==> src/verilog/pia_pkg.sv <==
// Package of the interrupt aggregator: register indices, field positions,
// reset values, source bit positions and the register access carrier.
// Assumes the control interface delivers one decoded access per cycle.
package pia_pkg;

  // Group geometry.
  localparam int NGRP = 4;
  localparam int GW = 8;
  localparam int ADDR_W = 5;

  // Register indices; group g of a bank sits at base plus g.
  localparam logic [4:0] A_STAT = 5'h00;
  localparam logic [4:0] A_MASK = 5'h04;
  localparam logic [4:0] A_LIVE = 5'h08;
  localparam logic [4:0] A_EDGE_A = 5'h0c;
  localparam logic [4:0] A_EDGE_B = 5'h0d;
  localparam logic [4:0] A_ICTRL = 5'h0e;
  localparam logic [4:0] A_OSC = 5'h0f;
  localparam logic [4:0] A_HOLD = 5'h10;

  // Interrupt control fields and reset values.
  localparam int B_POL = 0;
  localparam int B_CLR_WR = 1;
  localparam int B_PEND = 2;
  localparam logic [7:0] ICTRL_RST = 8'h04;
  localparam int B_SLEEP_MASK = 0;
  localparam logic [7:0] OSC_RST = 8'h00;
  localparam logic [7:0] MASK_RST = 8'h00;
  localparam logic [7:0] EDGE_RST = 8'h00;
  localparam logic [7:0] HOLD_RST = 8'h10;
  localparam int HOLD_UNIT_W = 8;

  // Source bit positions of groups 1 and 2.
  localparam int G1_SUPPLY = 6;
  localparam int G1_HOT = 5;
  localparam int G1_PDN = 4;
  localparam int G1_REMOTE = 3;
  localparam int G1_HOLD = 2;
  localparam int G1_BUTTON = 1;
  localparam int G2_SHORT = 6;
  localparam int G2_RESETIN = 4;
  localparam int G2_WDOG = 2;

  // Fixed edge enables; group 4 takes its enables from registers.
  localparam logic [7:0] G1_RISE = 8'h74;
  localparam logic [7:0] G1_FALL = 8'h7a;
  localparam logic [7:0] G2_RISE = 8'h54;
  localparam logic [7:0] G3_RISE = 8'hff;
  localparam logic [7:0] NO_EDGE = 8'h00;
  localparam logic [7:0] G1_AWAKE_ONLY = 8'h2a;
  localparam logic [7:0] G1_ON_SRC = 8'h0a;

  typedef enum logic [1:0] {PIA_OFF, PIA_ACTIVE, PIA_SLEEP} pia_pwr_t;

  typedef struct packed {
    logic rd;
    logic wr;
    logic [4:0] addr;
    logic [7:0] wdata;
  } pia_access_t;

endpackage : pia_pkg
==> src/verilog/pia_aggregator.sv <==
// Interrupt aggregator of a power-management device: four source groups,
// each with event flags, source blocking and live levels, one shared line.
// Assumes one register access per cycle from the control interface and
// event inputs that are levels, synchronised here before edge detection.
//
// Operation
// - Four groups, each with event flags, source block and live level registers.
// - Group 4 has separate rising and falling edge select registers.
// - All flags combine onto one interrupt line, active low after reset.
// - A blocked source never sets its flag nor raises the line; events lost.
// - A flag set before blocking stays until cleared; no new events set it.
// - Active line is a switch-on request; sleep waits for unblocked flags clear.
// - Software picks line polarity and clearing method in the control register.
// - A bit of the osc register decides whether the line reaches the host in sleep.
// - With pending on, a repeat event is held once; two clears are needed.
// - Two back-to-back clears of one register clear only one interrupt.
// - With pending off, repeat events on a flagged source are discarded.
// - An event on an unflagged source sets its flag at once.
// - Outside masked sleep, the line is released only when all flags of all groups are clear.
// - One control bit selects clear-on-read or clear-on-write for every flag.
// - Clear-on-read clears all eight bits of the read register only.
// - Clear-on-write clears only bits written with one.
// - Group 1 holds supply, overheat, power-down, remote, hold and button.
// - Remote and button falling edges always request switch-on; hold uses delay.
// - Overheat, remote and button events only outside the off state.
// - Group 2 holds short, reset-in and watchdog, all rising edges.
`timescale 1ns/100ps

module pia_aggregator #(
  parameter int HOLD_CNT_W = 16
) (
  // Clock and reset.
  input wire logic core_clk_i,
  input wire logic arst_n_i,
  // Register access from the control interface.
  input wire pia_pkg::pia_access_t reg_req_i,
  output logic [7:0] reg_rdata_o,
  // Device power state.
  input wire pia_pkg::pia_pwr_t pwr_state_i,
  // Group 1 and group 2 source lines.
  input wire logic supply_voltage_monitor_i,
  input wire logic die_overheat_warning_i,
  input wire logic power_down_pin_i,
  input wire logic remote_switch_on_i,
  input wire logic power_button_i,
  input wire logic output_short_i,
  input wire logic reset_in_pin_i,
  input wire logic watchdog_timeout_i,
  // Group 3 and group 4 source lines.
  input wire logic [7:0] group3_src_i,
  input wire logic [7:0] group4_src_i,
  // Results.
  output logic int_o,
  output logic on_request_o,
  output logic sleep_ready_o
);

  // The hold counter must cover the delay register shifted by the unit.
  if (HOLD_CNT_W < pia_pkg::GW + pia_pkg::HOLD_UNIT_W) begin : g_chk
    $error("HOLD_CNT_W too small for the hold delay");
  end

  // Register selection, used for the flag clear and block write decodes.
  function automatic logic reg_sel(input logic [4:0] addr, input logic [4:0] base,
                                   input int grp);
    reg_sel = (addr == 5'(base + 5'(grp)));
  endfunction : reg_sel

  logic [3:0][7:0] raw;
  logic [3:0][7:0] sync_a;
  logic [3:0][7:0] sync_b;
  logic [3:0][7:0] live;
  logic [3:0][7:0] prev;
  logic [3:0][7:0] rise;
  logic [3:0][7:0] fall;
  logic [3:0][7:0] gate;
  logic [3:0][7:0] ev;
  logic [3:0][7:0] qual;
  logic [3:0][7:0] clr;
  logic [3:0][7:0] stat;
  logic [3:0][7:0] pend;
  logic [3:0][7:0] mask;
  logic [3:0][7:0] s_after;
  logic [3:0][7:0] next_stat;
  logic [3:0][7:0] next_pend;
  logic [7:0] edge_a;
  logic [7:0] edge_b;
  logic [7:0] ictrl;
  logic [7:0] osc;
  logic [7:0] hold_delay;
  logic [HOLD_CNT_W-1:0] hold_cnt;
  logic hold_flag;
  logic [4:0] last_addr;
  logic last_clr;
  logic acc;
  logic stat_addr;
  logic clr_acc;
  logic clr_eff;
  logic awake;
  logic any_stat;
  logic line_act;
  logic on_pin;

  // Gather the source lines into the four groups.
  assign raw[0] = {1'b0, supply_voltage_monitor_i, die_overheat_warning_i,
                   power_down_pin_i, remote_switch_on_i, 1'b0, power_button_i, 1'b0};
  assign raw[1] = {1'b0, output_short_i, 1'b0, reset_in_pin_i, 1'b0,
                   watchdog_timeout_i, 2'b00};
  assign raw[2] = group3_src_i;
  assign raw[3] = group4_src_i;

  // Two-stage synchroniser; only the second stage feeds the edge logic,
  // so each qualifying edge is seen exactly once.
  always_ff @(posedge core_clk_i or negedge arst_n_i) begin
    if (!arst_n_i) begin
      sync_a <= '0;
      sync_b <= '0;
      prev <= '0;
    end else begin
      sync_a <= raw;
      sync_b <= sync_a;
      prev <= live;
    end
  end

  // Count how long the button has stayed low; saturates instead of wrapping.
  always_ff @(posedge core_clk_i or negedge arst_n_i) begin
    if (!arst_n_i) begin
      hold_cnt <= '0;
    end else if (sync_b[0][pia_pkg::G1_BUTTON]) begin
      hold_cnt <= '0;
    end else if (!(&hold_cnt)) begin
      hold_cnt <= hold_cnt + 1'b1;
    end
  end

  // One delay step is a fixed block of clock cycles to keep the register narrow.
  assign hold_flag = !sync_b[0][pia_pkg::G1_BUTTON] &&
                     (hold_cnt >= HOLD_CNT_W'({hold_delay, 8'h00}));

  // Live levels shown to software; the hold source shows its held state.
  always_comb begin
    live = sync_b;
    live[0][pia_pkg::G1_HOLD] = hold_flag;
  end

  // Edge enables per group and the power-state gate.
  assign awake = (pwr_state_i != pia_pkg::PIA_OFF);
  assign rise[0] = pia_pkg::G1_RISE;
  assign fall[0] = pia_pkg::G1_FALL;
  assign rise[1] = pia_pkg::G2_RISE;
  assign fall[1] = pia_pkg::NO_EDGE;
  assign rise[2] = pia_pkg::G3_RISE;
  assign fall[2] = pia_pkg::NO_EDGE;
  assign rise[3] = edge_a;
  assign fall[3] = edge_b;
  assign gate[0] = awake ? 8'hff : ~pia_pkg::G1_AWAKE_ONLY;
  assign gate[1] = 8'hff;
  assign gate[2] = 8'hff;
  assign gate[3] = 8'hff;

  // Edge detection per group; a blocked source still detects edges but qualifies none.
  for (genvar g = 0; g < pia_pkg::NGRP; g++) begin : g_edge
    assign ev[g] = (rise[g] & live[g] & ~prev[g]) | (fall[g] & ~live[g] & prev[g]);
    assign qual[g] = ev[g] & gate[g] & ~mask[g];
  end

  // Clearing access decode. A second clear of the same register with no
  // other access between is ignored, so only one interrupt goes per pair.
  assign acc = reg_req_i.rd | reg_req_i.wr;
  assign stat_addr = (reg_req_i.addr[4:2] == pia_pkg::A_STAT[4:2]);
  assign clr_acc = stat_addr &&
                   (ictrl[pia_pkg::B_CLR_WR] ? reg_req_i.wr : reg_req_i.rd);
  assign clr_eff = clr_acc && !(last_clr && last_addr == reg_req_i.addr);

  // Per-group clear vector: whole register on read, written ones on write.
  for (genvar g = 0; g < pia_pkg::NGRP; g++) begin : g_clr
    assign clr[g] = (clr_eff && reg_sel(reg_req_i.addr, pia_pkg::A_STAT, g)) ?
                    (ictrl[pia_pkg::B_CLR_WR] ? reg_req_i.wdata : 8'hff) : 8'h00;
  end

  // Remember the last access for the back-to-back guard.
  always_ff @(posedge core_clk_i or negedge arst_n_i) begin
    if (!arst_n_i) begin
      last_addr <= '0;
      last_clr <= 1'b0;
    end else if (acc) begin
      last_addr <= reg_req_i.addr;
      last_clr <= clr_acc;
    end
  end

  // Flag update. A clear first consumes a pending event, then the flag.
  // An event in the same cycle as its clear still lands: set wins.
  assign s_after = stat & (pend | ~clr);
  assign next_stat = s_after | qual;
  assign next_pend = (pend & ~clr) |
                     (qual & s_after & {32{ictrl[pia_pkg::B_PEND]}});

  // Flag and pending storage.
  always_ff @(posedge core_clk_i or negedge arst_n_i) begin
    if (!arst_n_i) begin
      stat <= '0;
      pend <= '0;
    end else begin
      stat <= next_stat;
      pend <= next_pend;
    end
  end

  // Writable configuration registers.
  always_ff @(posedge core_clk_i or negedge arst_n_i) begin
    if (!arst_n_i) begin
      mask <= {4{pia_pkg::MASK_RST}};
      edge_a <= pia_pkg::EDGE_RST;
      edge_b <= pia_pkg::EDGE_RST;
      ictrl <= pia_pkg::ICTRL_RST;
      osc <= pia_pkg::OSC_RST;
      hold_delay <= pia_pkg::HOLD_RST;
    end else if (reg_req_i.wr) begin
      for (int g = 0; g < pia_pkg::NGRP; g++) begin
        if (reg_sel(reg_req_i.addr, pia_pkg::A_MASK, g)) begin
          mask[g] <= reg_req_i.wdata;
        end
      end
      if (reg_req_i.addr == pia_pkg::A_EDGE_A) begin
        edge_a <= reg_req_i.wdata;
      end
      if (reg_req_i.addr == pia_pkg::A_EDGE_B) begin
        edge_b <= reg_req_i.wdata;
      end
      if (reg_req_i.addr == pia_pkg::A_ICTRL) begin
        ictrl <= reg_req_i.wdata;
      end
      if (reg_req_i.addr == pia_pkg::A_OSC) begin
        osc <= reg_req_i.wdata;
      end
      if (reg_req_i.addr == pia_pkg::A_HOLD) begin
        hold_delay <= reg_req_i.wdata;
      end
    end
  end

  // Read data, returned the cycle after the read; unmapped reads give zero.
  always_ff @(posedge core_clk_i or negedge arst_n_i) begin
    if (!arst_n_i) begin
      reg_rdata_o <= 8'h00;
    end else if (reg_req_i.rd) begin
      case (reg_req_i.addr[4:2])
        3'h0: reg_rdata_o <= stat[reg_req_i.addr[1:0]];
        3'h1: reg_rdata_o <= mask[reg_req_i.addr[1:0]];
        3'h2: reg_rdata_o <= live[reg_req_i.addr[1:0]];
        3'h3: begin
          case (reg_req_i.addr[1:0])
            2'h0: reg_rdata_o <= edge_a;
            2'h1: reg_rdata_o <= edge_b;
            2'h2: reg_rdata_o <= ictrl;
            default: reg_rdata_o <= osc;
          endcase
        end
        3'h4: reg_rdata_o <= (reg_req_i.addr[1:0] == 2'h0) ? hold_delay : 8'h00;
        default: reg_rdata_o <= 8'h00;
      endcase
    end
  end

  // Line state. Remote and button edges request switch-on whatever the mask.
  assign any_stat = |stat;
  assign line_act = any_stat &&
                    !(pwr_state_i == pia_pkg::PIA_SLEEP && osc[pia_pkg::B_SLEEP_MASK]);
  assign on_pin = |(ev[0] & pia_pkg::G1_ON_SRC);

  // Registered outputs; the line idles high for the default low polarity.
  always_ff @(posedge core_clk_i or negedge arst_n_i) begin
    if (!arst_n_i) begin
      int_o <= 1'b1;
      on_request_o <= 1'b0;
      sleep_ready_o <= 1'b1;
    end else begin
      int_o <= ictrl[pia_pkg::B_POL] ? line_act : !line_act;
      on_request_o <= any_stat | on_pin;
      sleep_ready_o <= !(|(stat & ~mask));
    end
  end
endmodule : pia_aggregator

==> config.mk <==
export PLATFORM = sky130hd
export DESIGN_NAME = pia_aggregator
export DESIGN_NICKNAME = d
export VERILOG_FILES = /design/src/verilog/pia_pkg.sv /design/src/verilog/pia_aggregator.sv
export SDC_FILE = /design/constraint.sdc
export NUM_CORES = 1
export LEC_CHECK = 0
export BUFFER_PORTS_ARGS = -buffer_cell sky130_fd_sc_hd__buf_2
export CORE_UTILIZATION = 47
export CTS_CLUSTER_SIZE = 30
export DETAILED_ROUTE_END_ITERATION = 7
export PLACE_DENSITY = 0.66
export SLEW_MARGIN = 20
export SYNTH_ARGS = -nofsm -noshare
export SYNTH_HDL_FRONTEND = slang
export SYNTH_SLANG_ARGS = --single-unit
export TNS_END_PERCENT = 5
==> constraint.sdc <==
create_clock -name core_clk_i -period 1.8 [get_ports core_clk_i]
set_input_delay 0.36 -clock core_clk_i [delete_from_list [all_inputs] [get_ports core_clk_i]]
set_output_delay 0.36 -clock core_clk_i [all_outputs]
set_load 0.01 [all_outputs]
==> metrics.yaml, run 1 <==
outcome:
  status: "finished with violations"
  failed_checks: "setup timing"
setup_path:
  reg2reg_to: "pend[5]"
  required_ns: 2.23
  r2r_slack_ns: -0.12
  timing.rr.start: "ictrl[1]"
  end_kind: "register"
  critPathLaunchType: "register"
  critPathArrivalTime_ns: 2.36
  critPathKind: "reg -> reg"
  critPathMaxFanout: 4
  r2r_cells: 7
cts:
  numCtsBuffers: 25
  clk_latency_ns: 0.54
  htreeDepth: 1
  clk_pin_slew_ns: 0.06
  cts_tree: "done"
  clockBufferDepth: 3
  cts_root_buf: "clkbuf_16"
  clkSinkCount: 242
worst_hold_path:
  min_from: "reg_req_i[10]"
  hold_end: "last_addr[2]"
  worst_hold_path_type: "in -> reg"
  hold_path_depth: 2
yosys:
  yosys_warnings: 0
  synth_top_area_share_pct: 55.68
  syn_inst: 853
  netlist_area_um2: 10700
  yosysTopAreaCell: "dfrtp_1"
  syn_avg_cell_area_um2: 12.54
  ys_async_sr_fraction_pct: 100.0
  synth_cell_types: 62
  synth-edff-count: 0
  ys_ff_latch: 242
  synthFlopType: "dfrtp_1"
  synth_nets: 906
  ys_seq_area_share_pct: 56.66
  synth_area_leaders: "dfrtp_1, mux2_2, mux4_2"
sta:
  finalSetupViolations: 36
  hold_viol: 0
  worst_slack_ns: -0.1234
  setup_tns_ns: -2.489
  post-route-min-period_ns: 1.923
  post-route-period-util_pct: 106.9
  fmax_mhz: 519.9
  slew_headroom_pct: 51.79
  whs_ns: 0.1372
  grt_setup_unrepaired: "yes"
  finalClockSkew_ns: 0.01137
  drv_slew: 0
  worst_slew_pin_slew_ns: 0.7217
final_layout:
  mostFrequentLayoutCell: "dfrtp_1"
  design_area_um2: 13520
  diodes: 0
  area_growth_pct: 26.38
  drive_gt1_share_pct: 34.03
  final_cell_mix: "dfrtp_1, buf_4, mux2_2"
  post-route-util_pct: 61.18
  num-nets-final: 1086
placement:
  postPlaceCellArea_um2: 12180
  dp_slack_ns: -0.4105
  gp_congestion: 0.9109
  dpl.hpwl_um: 21060
  port_buffers: 53
global_routing:
  grt_max_degree: 58
  grt_use_total_pct: 26.44
  grt-ovfl-total: 0
  antenna_found_initial: 0
  grt_pass1_wl_um: 46880
  grt_pass1_vias: 8104
flow_run:
  max_cap_viol_count: 0
drt:
  wire_per_inst_um: 22.48
  first_pass_iters: 4
  vias: 7813
  drcViolationCount: 0
  antenna_left: 0
  wirelength_um: 29940
  via_per_inst: 5.866
  first_iter_violations: 453
die:
  initial_utilization_pct: 48.41
  die_w_um: 152.9
  dieArea_um2: 23370
  die_h_um: 152.9
  core_region_area_um2: 22090
  io_pins: 54
  rows: 54
power:
  peakVddDrop_mv: 1.217
  p_leak_uw: 0.006012
  pwr_density_cell_nw_per_um2: 1072
-- flip-flops by register name, indices dropped and copies added (netlist names), 5 cells and up --
register,flops
prev,25
hold_cnt,16
stat,32
edge_a,8
last_addr,5
mask,32
ictrl,8
pend,32
edge_b,8
sync_a,24
reg_rdata_o,8
live,24
osc,8
hold_delay,8
-- worst max path at each step --
stage	startpoint	end	slack [ns]	cells past startpoint
after floorplan	reg_req_i[11]	pend[26]	-0.20	7
after global placement	reg_req_i[10]	pend[22]	-0.37	7
after detailed placement	reg_req_i[10]	pend[22]	-0.41	7
after CTS	ictrl[1]	pend[18]	-0.13	5
after global routing	ictrl[1]	pend[5]	-0.20	7
final	ictrl[1]	pend[5]	-0.12	7
-- metal layers --
metal | routed length (µm) | vias to the layer above | GRT usage [%] | share of wire (%)
met1 | 12720 | 3922 | 36.09 | 42
met4 | 1355 | 0 | 11.59 | 4.5
met2 | 13810 | 290 | 41.28 | 46
li1 | - | 3522 | - | -
met3 | 2060 | 79 | 5.245 | 6.9
met5 | 0 | - | 0 | 0
-- what timing repair did --
item                                   CTS  global route
pin swaps                               34            22
hold buffers                            25             0
setup endpoints to repair               54            62
buffers inserted                         3             3
gates resized for setup                 25            18
gates cloned                             2             0
endpoints found under the hold margin   67             0
-- final cells by class --
class | instances | area (µm²)
Tap cell | 280 | 350.3
Sequential cell | 242 | 6061
Multi-Input combinational cell | 520 | 4441
Inverter | 47 | 176.4
Fill cell | 1729 | 8576
Clock inverter | 4 | 60.06
Clock buffer | 42 | 779.5
Timing Repair Buffer | 197 | 1650
-- logic make-up after synthesis --
| kind of cell | Yosys count | share of synthesized area [%] |
|---|---|---|
| flip-flops | 242 | 56.66 |
| AND/OR/NAND/NOR | 213 | 11.59 |
| buffers and inverters | 93 | 3.603 |
| multiplexers | 115 | 14.73 |
| XOR/XNOR | 18 | 1.474 |
| adder cells (fa/ha/maj) | 10 | 1.170 |
| AO/OA/AOI/OAI | 162 | 10.77 |
-- metrics by stage --
| step | cells | total power [µW] |
|---|---|---|
| 2_1_floorplan | 853 | 8145 |
| 3_3_place_gp | 1254 | 9105 |
| 3_5_place_dp | 1254 | 9197 |
| 4_1_cts | 1330 | 14540 |
| 5_1_grt | 1332 | 15090 |
| 6_report | 1332 | 14490 |
-- worst max-delay path, stage by stage (launching register included) --
cell and delay (ns):
dfrtp_1 0.40, mux2i_1 0.12, and2b_4 0.33, buf_6 0.13
o211ai_1 0.11, buf_4 0.19, or3_4 0.34, a41o_1 0.21
-- synthesized netlist by cell type (17+ instances only) --
master	count
a21oi_1	23
nor3_1	24
mux4_2	26
nor2_1	32
xnor2_1	17
mux2_2	79
nand3b_1	17
a21o_1	19
o21ai_0	18
clkbuf_1	29
dfrtp_1	238
nand2_1	27
nand3_1	23
inv_1	47
-- power breakdown --
| group | switching, µW | internal (µW) |
|---|---|---|
| Sequential | 674 | 6230 |
| Clock | 2120 | 3090 |
| Combinational | 1110 | 1270 |
(Power assumes the default switching activity.)
==> run 2, diff against run 1 <==
REMOVE_ABC_BUFFERS = 1   (was default)
==> metrics.yaml, run 2 (synthesis gave the netlist of run 1 again) <==
outcome:
  status: "finished with violations"
  failed_checks: "setup timing"
power:
  pwr_density_cell_nw_per_um2: 1109
  peakVddDrop_mv: 0.9626
  p_leak_uw: 0.006138
setup_path:
  r2r_slack_ns: -0.19
  critPathKind: "reg -> reg"
  reg2reg_to: "pend[4]"
  timing.rr.start: "ictrl[1]"
  critPathArrivalTime_ns: 2.41
  required_ns: 2.22
  critPathLaunchType: "register"
  critPathMaxFanout: 11
  r2r_cells: 7
  end_kind: "register"
global_routing:
  grt-ovfl-total: 0
  grt_pass1_vias: 8107
  grt_use_total_pct: 26.83
  antenna_found_initial: 1
  grt_max_degree: 53
  grt_pass1_wl_um: 47580
final_layout:
  drive_gt1_share_pct: 35.30
  mostFrequentLayoutCell: "dfrtp_1"
  area_growth_pct: 28.18
  post-route-util_pct: 62.06
  final_cell_mix: "dfrtp_1, buf_4, mux2_2"
  top_regs: "mask: 32 flops, pend: 32 flops, stat: 32 flops"
  design_area_um2: 13710
  num-nets-final: 1101
  fill_cells: 1729
cts:
  clockBufferDepth: 3
  cts_tree: "done"
  numCtsBuffers: 26
  clk_latency_ns: 0.54
  cts_root_buf: "clkbuf_16"
  clk_pin_slew_ns: 0.06
  clkSinkCount: 242
  htreeDepth: 1
sta:
  grt_setup_unrepaired: "yes"
  post-route-period-util_pct: 110.3
  finalSetupViolations: 48
  post-route-min-period_ns: 1.985
  drv_slew: 0
  finalClockSkew_ns: 0.01309
  worst_slack_ns: -0.1851
  fmax_mhz: 503.7
  setup_tns_ns: -5.157
  slew_headroom_pct: 46.17
  worst_slew_pin_slew_ns: 0.8058
  hold_viol: 0
drt:
  wirelength_um: 30490
  first_pass_iters: 5
  wire_per_inst_um: 22.60
  first_iter_violations: 623
  antenna_left: 0
  vias: 7963
  drcViolationCount: 0
  via_per_inst: 5.903
flow_run:
  max_cap_viol_count: 0
placement:
  port_buffers: 53
  postPlaceCellArea_um2: 12300
  dpl.hpwl_um: 21860
  gp_congestion: 0.8900
  dp_slack_ns: -0.3628
die:
  dieArea_um2: 23370
  rows: 54
  initial_utilization_pct: 48.41
  die_w_um: 152.9
  io_pins: 54
  core_region_area_um2: 22090
  die_h_um: 152.9
worst_hold_path:
  min_from: "reg_req_i[0]"
  hold_path_depth: 2
  worst_hold_path_type: "in -> reg"
  hold_end: "mask[0]"
run 2: cell type report:
class	instances	area [µm²]	share of cell area, %
inverter	47	176.4	1.287
multi-input combinational	518	4409	32.16
tap	280	350.3	2.555
clock inverter	12	200.2	1.460
timing repair buffer	213	1773	12.93
antenna	1	2.502	0.01825
sequential	242	6061	44.21
clock buffer	36	738.2	5.384
run 2: repair_timing:
action | 4_1_cts | 5_1_grt
hold buffers | 25 | 0
buffers inserted | 1 | 0
endpoints found under the hold margin | 67 | 0
pin swaps | 18 | 26
gates resized for setup | 12 | 29
setup endpoints to repair | 46 | 61
gates cloned | 0 | 2
run 2: stage by stage:
stage | power, µW | std cells | hold WS (ns)
after detailed placement | 9291 | 1273 | 0.3186
final | 15200 | 1349 | 0.1530
after global placement | 9202 | 1273 | 0.3128
after floorplan | 8050 | 807 | 0.06441
after CTS | 15190 | 1347 | 0.1412
after global routing | 15760 | 1348 | 0.1394
run 2: power breakdown:
group / switching (µW) / internal (µW) / total (µW)
registers: 690 / 6230 / 6920
logic: 1150 / 1310 / 2470
clock network: 2220 / 3590 / 5810
total: 4070 / 11100 / 15200
run 2: worst max path at each step:
stage | end | start | depth (start not counted)
final | pend[4] | ictrl[1] | 7
after global routing | pend[4] | ictrl[1] | 7
after CTS | pend[22] | last_addr[1] | 7
after detailed placement | reg_rdata_o[2] | reg_req_i[8] | 6
after global placement | reg_rdata_o[2] | reg_req_i[8] | 6
after floorplan | pend[18] | reg_req_i[11] | 5
run 2: layer usage:
layer / GRT usage (%) / vias to the layer above / wire, µm
met5: 0 / - / 0
met4: 11.88 / 0 / 1449
met3: 4.111 / 84 / 1851
met2: 41.87 / 286 / 14050
met1: 37.40 / 4055 / 13130
li1: - / 3538 / -
run 2: critical path: stages (launching register included):
cell and delay [ns]:
dfrtp_1 0.41, mux2i_1 0.14, and2b_4 0.30, o211ai_1 0.10
buf_4 0.17, buf_12 0.14, or3_4 0.37, a41o_1 0.23
